<file path="config.mk">
export PLATFORM = sky130hd
export DESIGN_NAME = fss_sequencer
export DESIGN_NICKNAME = d
export VERILOG_FILES = /design/src/fss_pkg.sv /design/src/fss_sar_step.sv /design/src/fss_sequencer.sv
export SDC_FILE = /design/constraint.sdc
export NUM_CORES = 1
export LEC_CHECK = 0
export BUFFER_PORTS_ARGS = -buffer_cell sky130_fd_sc_hd__buf_4
export CORE_AREA = 2 2 132 134
export CTS_BUF_LIST = sky130_fd_sc_hd__clkbuf_8
export CTS_CLUSTER_DIAMETER = 150
export CTS_CLUSTER_SIZE = 10
export DETAILED_ROUTE_END_ITERATION = 10
export DIE_AREA = 0 0 134 136
export SLEW_MARGIN = 20
export SYNTH_ARGS = -nofsm -noshare
export SYNTH_HDL_FRONTEND = slang
export SYNTH_HIERARCHICAL = 1
export SYNTH_SLANG_ARGS = --single-unit
export TNS_END_PERCENT = 30
</file>
<file path="constraint.sdc">
create_clock -name i_core_clk -period 3 [get_ports i_core_clk]
set_input_delay 0.15 -clock i_core_clk [delete_from_list [all_inputs] [get_ports i_core_clk]]
set_output_delay 0.15 -clock i_core_clk [all_outputs]
set_load 0.02 [all_outputs]
</file>
<file path="src/fss_pkg.sv">
// package: constants and carrier types for the four-channel sample sequencer
package fss_pkg;

  localparam int unsigned FSS_RES_W      = 12;
  localparam int unsigned FSS_NUM_CH     = 4;
  localparam int unsigned FSS_CH_W       = 2;

  // conversion clock: 2.5 MHz, made from the 200 MHz core clock
  localparam int unsigned FSS_CORE_HZ    = 200000000;
  localparam int unsigned FSS_CONV_HZ    = 2500000;
  localparam int unsigned FSS_CONV_DIV   = FSS_CORE_HZ / FSS_CONV_HZ;
  localparam int unsigned FSS_DIV_W      = 7;

  // edges of the conversion clock per sequence, and per channel
  localparam int unsigned FSS_SEQ_EDGES  = 78;
  localparam int unsigned FSS_SETUP_EDGES = 2;
  localparam int unsigned FSS_CH_EDGES   = 19;
  localparam int unsigned FSS_EDGE_W     = 5;

  // start to done bound, in ns, and as core cycles
  localparam int unsigned FSS_DONE_MAX_NS = 32500;
  localparam int unsigned FSS_CLK_NS      = 5;
  localparam int unsigned FSS_DONE_MAX_CYC = FSS_DONE_MAX_NS / FSS_CLK_NS;

  localparam logic [FSS_CH_W-1:0]  FSS_PTR_RST = 2'h0;
  localparam logic [FSS_RES_W-1:0] FSS_RES_RST = 12'h000;
  localparam logic [FSS_RES_W-1:0] FSS_SAR_MSB = 12'h800;

  typedef enum logic [1:0] {
    FSS_IDLE  = 2'b00,
    FSS_SETUP = 2'b01,
    FSS_CONV  = 2'b10
  } fss_state_t;

  // host read strobes after synchronisation
  typedef struct packed {
    logic rd_n;
    logic cs_n;
  } fss_bus_t;

  // per-channel successive approximation trial state
  typedef struct packed {
    logic [FSS_RES_W-1:0] trial;
    logic [FSS_RES_W-1:0] bit_mask;
  } fss_sar_t;

endpackage

</file>
<file path="src/fss_sar_step.sv">
// one successive approximation step for a 12-bit result
`timescale 1ns/10ps
module fss_sar_step
  import fss_pkg::*;
(
  input  wire fss_sar_t             i_cur,
  input  wire logic                 i_cmp_high,
  output fss_sar_t                  o_next,
  output logic [FSS_RES_W-1:0]      o_result
);

  // keep or drop the trial bit, then try the next lower one
  always_comb begin
    o_next.trial    = i_cur.trial;
    if (!i_cmp_high) begin
      o_next.trial = i_cur.trial & ~i_cur.bit_mask;
    end
    o_next.bit_mask = i_cur.bit_mask >> 1;
    o_next.trial    = o_next.trial | (i_cur.bit_mask >> 1);
    // two's complement: flip msb of the offset-binary trial
    o_result        = o_next.trial ^ FSS_SAR_MSB;
  end

endmodule

</file>
<file path="src/fss_sequencer.sv">
// four-channel sample sequencer: start, sar sequence, result store, reads
// Operation
// - rising edge of sample_start_n starts a sequence, no other edge
// - that same edge switches all four track/holds to hold together
// - channels convert in order one, two, three, four automatically
// - each channel resolved by 12-bit successive approximation
// - each result kept in its own register until read
// - done_n goes low only after all four conversions finish
// - sequence lasts 78 or 79 conversion clock rising edges
// - start to done within 32.5 us at 2.5 MHz conversion clock
// - four reads at one address return four words, pointer advancing
// - reads after a conversion return channel 1, 2, 3, then 4
// - no way exists to select one result register directly
// - 12 three-state result outputs, bit 0 lsb, enabled only on reads
// - outputs enabled only while read strobe and chip select low
// - results are two's complement, bit 11 the msb
// - done_n returns high on read strobe fall of first read
// - read pointer returns to channel 1 on each start rising edge
`timescale 1ns/10ps
module fss_sequencer
  import fss_pkg::*;
#(
  parameter int unsigned RES_W = FSS_RES_W
) (
  input  wire logic                 i_core_clk,
  input  wire logic                 i_nrst,
  input  wire logic                 i_clk_en,
  input  wire logic                 i_sample_start_n,
  input  wire logic                 i_rd_n,
  input  wire logic                 i_cs_n,
  input  wire logic                 i_cmp_high,
  output logic                      o_hold,
  output logic [FSS_CH_W-1:0]       o_conv_ch,
  output logic [RES_W-1:0]          o_dac_code,
  output logic [RES_W-1:0]          o_result_bus,
  output logic [RES_W-1:0]          o_result_bus_oe,
  output logic                      o_done_n
);

  // every flop of the block lives in this one struct
  typedef struct packed {
    logic [1:0]                     start_sync;
    logic                           start_prev;
    fss_bus_t                       bus_s1;
    fss_bus_t                       bus_s2;
    logic                           rd_act_prev;
    fss_state_t                     state;
    logic [FSS_DIV_W-1:0]           div_cnt;
    logic [FSS_EDGE_W-1:0]          edge_cnt;
    logic [FSS_CH_W-1:0]            conv_ch;
    fss_sar_t                       sar;
    logic [FSS_NUM_CH-1:0][RES_W-1:0] results;
    logic [FSS_CH_W-1:0]            rd_ptr;
    logic                           first_rd;
    logic                           hold;
    logic                           done_n;
    logic [RES_W-1:0]               bus_out;
    logic                           bus_oe;
  } fss_regs_t;

  // registered copy and its next value
  fss_regs_t  st_reg;
  fss_regs_t  st_next;
  fss_sar_t   sar_step;
  logic [RES_W-1:0] sar_result;

  // successive approximation step shared by all channels
  fss_sar_step u_sar_step (
    .i_cur      (st_reg.sar),
    .i_cmp_high (i_cmp_high),
    .o_next     (sar_step),
    .o_result   (sar_result)
  );

  // decodes shared by the next-state logic
  logic start_rise;
  logic conv_tick;
  logic rd_act;
  logic rd_fall;
  logic last_bit;

  // edges taken from second sync stages only, never from raw pins;
  // the synchronisers cost a few cycles of start and read latency
  always_comb begin
    start_rise = st_reg.start_sync[1] & ~st_reg.start_prev;
    conv_tick  = (st_reg.div_cnt == FSS_DIV_W'(FSS_CONV_DIV - 1));
    rd_act     = ~st_reg.bus_s2.rd_n & ~st_reg.bus_s2.cs_n;
    rd_fall    = rd_act & ~st_reg.rd_act_prev;
    last_bit   = (st_reg.sar.bit_mask == 12'h001);
  end

  // next-state logic for the whole block
  always_comb begin
    st_next = st_reg;
    // two flops on the start, read and select pins before use
    st_next.start_sync = {st_reg.start_sync[0], i_sample_start_n};
    st_next.start_prev = st_reg.start_sync[1];
    st_next.bus_s1     = '{rd_n: i_rd_n, cs_n: i_cs_n};
    st_next.bus_s2     = st_reg.bus_s1;
    st_next.rd_act_prev = rd_act;

    // free-running conversion clock divider
    if (conv_tick) begin
      st_next.div_cnt = '0;
    end else begin
      st_next.div_cnt = st_reg.div_cnt + FSS_DIV_W'(1);
    end

    // a start restarts the sequence but not the free-running divider; host must not restart mid-sequence
    // limitation: results of a cut sequence are partly overwritten
    if (start_rise) begin
      st_next.hold     = 1'b1;
      st_next.rd_ptr   = FSS_PTR_RST;
      st_next.state    = FSS_SETUP;
      st_next.edge_cnt = '0;
      st_next.conv_ch  = '0;
      st_next.done_n   = 1'b1;
      st_next.first_rd = 1'b0;
    end else begin
      case (st_reg.state)
        FSS_IDLE: begin
          st_next.hold = 1'b0;
        end
        // two edges of settle, then 4 x 19 edges: 78 in all
        // settle edges give the held inputs time before the first trial
        FSS_SETUP: begin
          if (conv_tick) begin
            if (st_reg.edge_cnt == FSS_EDGE_W'(FSS_SETUP_EDGES - 1)) begin
              st_next.state    = FSS_CONV;
              st_next.edge_cnt = '0;
              st_next.sar      = '{trial: FSS_SAR_MSB, bit_mask: FSS_SAR_MSB};
            end else begin
              st_next.edge_cnt = st_reg.edge_cnt + FSS_EDGE_W'(1);
            end
          end
        end
        FSS_CONV: begin
          if (conv_tick) begin
            st_next.edge_cnt = st_reg.edge_cnt + FSS_EDGE_W'(1);
            // 12 trial edges, then idle edges up to the channel slot
            if (st_reg.sar.bit_mask != '0) begin
              st_next.sar = sar_step;
              if (last_bit) begin
                st_next.results[st_reg.conv_ch] = sar_result;
              end
            end
            if (st_reg.edge_cnt == FSS_EDGE_W'(FSS_CH_EDGES - 1)) begin
              st_next.edge_cnt = '0;
              st_next.sar = '{trial: FSS_SAR_MSB, bit_mask: FSS_SAR_MSB};
              if (st_reg.conv_ch == FSS_CH_W'(FSS_NUM_CH - 1)) begin
                st_next.state    = FSS_IDLE;
                st_next.hold     = 1'b0;
                st_next.done_n   = 1'b0;
                st_next.first_rd = 1'b1;
              end else begin
                st_next.conv_ch = st_reg.conv_ch + FSS_CH_W'(1);
              end
            end
          end
        end
        default: begin
          st_next.state = FSS_IDLE;
        end
      endcase

      // done clears on the strobe fall of the first read
      if (rd_fall && st_reg.first_rd) begin
        st_next.done_n   = 1'b1;
        st_next.first_rd = 1'b0;
      end
      // a read during conversion still moves it; host waits for done
      // pointer advances once per read, wrapping after channel 4
      if (rd_fall) begin
        st_next.rd_ptr = st_reg.rd_ptr + FSS_CH_W'(1);
      end
    end

    // latch the addressed word at strobe fall and drive while selected
    if (rd_fall) begin
      st_next.bus_out = st_reg.results[st_reg.rd_ptr];
    end
    st_next.bus_oe = rd_act;
  end

  // single state register, frozen by the clock enable
  always_ff @(posedge i_core_clk) begin
    if (!i_nrst) begin
      // sync stages reset to the idle high level: no false edge
      st_reg <= '{
        start_sync:  2'h3,
        start_prev:  1'b1,
        bus_s1:      '{rd_n: 1'b1, cs_n: 1'b1},
        bus_s2:      '{rd_n: 1'b1, cs_n: 1'b1},
        rd_act_prev: 1'b0,
        state:       FSS_IDLE,
        div_cnt:     '0,
        edge_cnt:    '0,
        conv_ch:     '0,
        sar:         '{trial: FSS_RES_RST, bit_mask: FSS_RES_RST},
        results:     '0,
        rd_ptr:      FSS_PTR_RST,
        first_rd:    1'b0,
        hold:        1'b0,
        done_n:      1'b1,
        bus_out:     FSS_RES_RST,
        bus_oe:      1'b0
      };
    end else if (i_clk_en) begin
      st_reg <= st_next;
    end
  end

  // outputs straight from the state register
  assign o_hold          = st_reg.hold;
  assign o_conv_ch       = st_reg.conv_ch;
  assign o_dac_code      = st_reg.sar.trial;
  assign o_result_bus    = st_reg.bus_out;
  assign o_result_bus_oe = {RES_W{st_reg.bus_oe}};
  assign o_done_n        = st_reg.done_n;

endmodule

</file>
=== After elaboration in Yosys (flattened, before gate mapping) ===
Index checks and enable logic that the tools add are counted.

* Multiply operators: 0
* Divide/modulo/power cells: 0
* Shifts and indexed selects: 0
* Mux-type cells: 37
* $lt $le $gt $ge: 3
* Reduce and logical (&&, ||, !) cells: 24
* Bitwise gates (word level): 12
* Equal/unequal tests: 18
* Add/sub/neg operators: 4

{| class="wikitable"
|+ Operators with widths
! kind !! number
|-
| $mux 79 || 1
|-
| $mux 72 || 1
|-
| $bwmux 48 || 1
|-
| $mux 24 || 2
|-
| $mux 48 || 1
|-
| $pmux 24 s2 || 1
|-
| $mux 12 || 3
|-
| $mux 31 || 1
|-
| $bmux 12 s2 || 1
|-
| $demux 12 s2 || 1
|-
| $mux 2 || 9
|-
| $ne 3x3->1 const B || 6
|-
| $reduce_bool 3->1 || 6
|-
| $mux 5 || 3
|-
| $reduce_and 5->1 || 3
|-
| $mux 7 || 2
|-
| $reduce_and 7->1 || 2
|-
| $and 12x12->12 || 1
|-
| $eq 12x1->1 const B || 1
|-
| $not 12->12 || 1
|-
| $or 12x11->12 || 1
|-
| $reduce_bool 12->1 || 1
|-
| $ne 2x2->1 const B || 5
|-
| $pmux 5 s2 || 1
|-
| 22 further kinds || 43
|}

* Register bits: 113
* Memory bits (read-only): 0
* Input port bits: 7
* RAM bits: 0
* Logic and storage cells: 120
* Bits in latches: 0
* Memories kept: 0

=== Logic depth before layout (Yosys ltp) ===
* Depth in word-level cells: 12
* Depth in mapped cells: 9
* Mapped depth without buffers: 7

=== Cells and area by module ===
Netlist, hierarchy kept.

{| class="wikitable"
|+ By module, submodules not included
! module !! instances !! seq. area each (um^2) !! cells an instance !! area each (um^2)
|-
| fss_sequencer || 1 || 2262.2 || 571 || 5381.4
|-
| fss_sar_step || 1 || 0.0 || 50 || 355.3
|}

=== Worst setup path before layout ===
OpenSTA, ideal clock, no wires.

* Path type: flip-flop to flip-flop
* From: reg st_reg[97] (netlist name)
* To: reg with a tool-made name
* Path buffers: 2
* Slack: 1.170 ns
* Clock period less this slack: 1.830 ns
* Required time: 2.928 ns
* Library setup time: 0.072 ns
* Stages on the path, launching flop included: 9
* Arrival time: 1.758 ns
* Cells stage by stage: dfxtp_1 > ha_1 > and4bb_4 > nand3_4 > nor4b_4 > and2_1 > buf_4 > buf_12 > mux2i_1

{| class="wikitable"
|+ RTL lines
! item !! line !! RTL
|-
| from (decl) || fss_sequencer.sv:62 || <nowiki>fss_regs_t st_reg;</nowiki>
|-
| from (signal assigned) || fss_sequencer.sv:189 || <nowiki>st_reg <= '{</nowiki>
|-
| from (signal assigned) || fss_sequencer.sv:209 || <nowiki>st_reg <= st_next;</nowiki>
|}

==> summary.txt <==
Drt
  • Vias per cell: 4.791
  • DRT iter0 DRCs: 244
  • Drt pass-1 iters: 5
  • DR vias: 3981
  • DR WL/cell: 13.94 um
  • DRC violations left: 0
  • DRT antenna net count: 0
  • Post-Route WL: 11.59 mm

Synth
  • Main synth FF type: dfxtp_1
  • Yosys warns: 6
  • Mapped Avg Cell Area: 9.238 sq um
  • Synth Area in Compound Gates: 6.761%
  • Post-Syn Instances: 621
  • Synth Cell Area: 5737 sq um
  • Multiplexer area fraction after synthesis: 18.67%
  • EDFF count, synth: 0
  • Area share of fa/ha/maj cells after synthesis: 2.399%
  • Simple-gate share of the synthesized area: 18.54%
  • Largest family of logic cells by synthesized area: multiplexers
  • Synth async-reset ratio: 0%
  • Library cells used by synthesis: 47
  • Mapped Nets: 639
  • Seq/Total Area, Yosys: 39.43%
  • Synth Area in XOR/XNOR: 0.7634%
  • Yosys reg bits: 113

Die
  • # IOs: 47
  • Die H: 136 um
  • DIE AREA: 18220 sq um
  • Die Wd: 134 um
  • Core area: 16880 sq um
  • Initial Util: 33.99%
  • # rows: 48

Setup path
  • Worst EP arrival: 2660 ps
  • CP endpoint kind: register
  • Crit start category: register
  • Worst Path Required: 3340 ps
  • Worst Path Max Fanout: 12
  • Crit path kind: register to register

Place
  • DP Wirelength: 8.151 mm
  • Port bufs: 46
  • DP Cell Count: 797
  • GPL Wtd Cong: 0.7998

Layout
  • Area Growth Syn to Fin: 6.281%
  • Nets: 612
  • Layout cells sized above 1: 16.67%
  • Finished Layout Cells: 831
  • Antenna diode count: 0
  • Area of the multi-input gates: 2708 sq um
  • Sequential Area: 2262 sq um
  • Fillcell total: 1696

Clocking
  • TritonCTS clock tree: built
  • CTS buffer count: 17
  • Bufs on Longest Clock Path: 2
  • H-tree depth: 4
  • Clock transition at the registers of the reported paths: 70 ps
  • Root buffer selected by CTS: clkbuf_8
  • Clock Latency Late Sink: 420 ps
  • Sink Count: 113

Status
  • Status: finished clean

Pwr
  • Leakage: 2.168 nW
  • P per Cell Area: 490.0 nW/um^2
  • Worst VDD drop: 253.3 uV

GRT
  • Number of global-route vias before repair: 3931
  • Initial antenna violation count: 0
  • First-pass GRT wire length: 19.15 mm
  • Total global routing overflow: 0
  • Largest net degree at the start of global routing: 73
  • GRT Overall Usage: 13.21%

Timing
  • Hold Violations, Final: 0
  • Max Transition Viols Final: 0
  • Minimum clock period: 2323 ps
  • Worst clock skew: 11.97 ps
  • Worst-Margin Slew: 893.3 ps
  • Fin Setup TNS: 0 ps
  • Final Setup Violations: 0
  • RSZ-0062 raised after global routing: false
  • Achievable frequency: 0.4304 GHz
  • Period utilization: 77.45%
  • Slew headroom: 40.37%

Worst hold path
  • Type of the worst min-delay path: primary input to register

Flow run
  • Max-Cap Viols: 0
cells by family (layout without fill, tap and decap cells):
logic type               Yosys count  in the layout
multiplexers                      92             92
flip-flops                       113            113
XOR/XNOR                           5              5
buffers and inverters            113             98
AND/OR/NAND/NOR                  226            226
AO/OA/AOI/OAI                     60             60
other                              1              1
adder cells (fa/ha/maj)           11             11
synthesized netlist by cell type, drive strengths merged (3+ instances only):
master | instances | area [sq um]
nand4 | 6 | 37.54
o21ai | 10 | 50.05
a21oi | 21 | 108.9
xor2 | 3 | 26.28
dfxtp | 113 | 2262
nand2b | 13 | 81.33
a31oi | 3 | 18.77
o221ai | 3 | 26.28
inv | 11 | 41.29
clkbuf | 22 | 82.58
nor3 | 6 | 30.03
and2 | 6 | 37.54
ha | 11 | 137.6
nand2 | 132 | 495.5
nor2 | 15 | 56.30
a21o | 11 | 82.58
buf | 79 | 639.4
mux2i | 80 | 800.8
nand3 | 34 | 182.7
mux4 | 12 | 270.3
layout by cell type (no fill, tap or decap), types with 12 or more instances in the layout:
| cell | n |
|---|---|
| nand2b_1 | 13 |
| nand2_1 | 132 |
| nor2_1 | 15 |
| buf_4 | 52 |
| a21oi_1 | 20 |
| inv_1 | 14 |
| mux2i_1 | 80 |
| dfxtp_1 | 113 |
| mux4_2 | 12 |
| clkbuf_8 | 19 |
| nand3_1 | 33 |
worst paths after layout:
| kind | from | endpoint | slack, ps | cells past startpoint |
|---|---|---|---|---|
| worst min register to register | o_result_bus[6] | o_result_bus[6] | 460 | 2 |
| worst min-delay path | i_clk_en | st_next[111] | 160 | 3 |
| worst max register to register | st_reg[97] | register | 680 | 6 |
| worst max-delay path | st_reg[97] | register | 680 | 6 |
power by group:
part	switching [mW]	leakage [nW]	internal (mW)	total, mW
clock network	0.615	0.202	0.767	1.38
logic	0.0597	1.05	0.0280	0.0878
registers	0.00897	0.911	1.51	1.52
timing repair:
action,CTS,global route
endpoints found under the hold margin,3,0
hold buffers,3,0
buffers inserted,0,0
resized for setup,0,0
routing by layer:
layer  wire length, um  vias to the layer above  track usage, %
li1                  -                     1998               -
met1              5376                     1902           16.26
met2              5540                       71           21.60
met3               510                       10           4.213
met4               158                        0           5.083
met5                 0                        -               0
per-stage QoR:
stage / total power, mW / worst slack, ps / cell area (sq um) / utilization [%] / hold WS, ps
final: 2.988 / 676.6 / 6097 / 36.13 / 164.8
after global routing: 3.104 / 520.2 / 6097 / 36.13 / 136.4
after CTS: 3.025 / 615.8 / 6097 / 36.13 / 135.9
after detailed placement: 1.637 / 626.0 / 5687 / 33.70 / 378.0
after global placement: 1.632 / 727.8 / 5687 / 33.70 / 365.5
after floorplan: 1.616 / 1170 / 5737 / - / 278.4
worst max-delay path, cell delays in order (launching register included):
cell and delay, ps:
dfxtp_1 370, ha_1 220, and4bb_4 300, nand3_4 120, nor4b_4 300, and2_1 650, mux2i_1 280
layout make-up:
type	instances	share of cell area, %
Tap cell	225	4.617
Timing Repair Buffer	55	6.895
Clock inverter	12	1.950
Inverter	12	0.7388
Multi-Input combinational cell	395	44.41
Sequential cell	113	37.10
Clock buffer	19	4.289
Power figures use the tool's default switching activity.
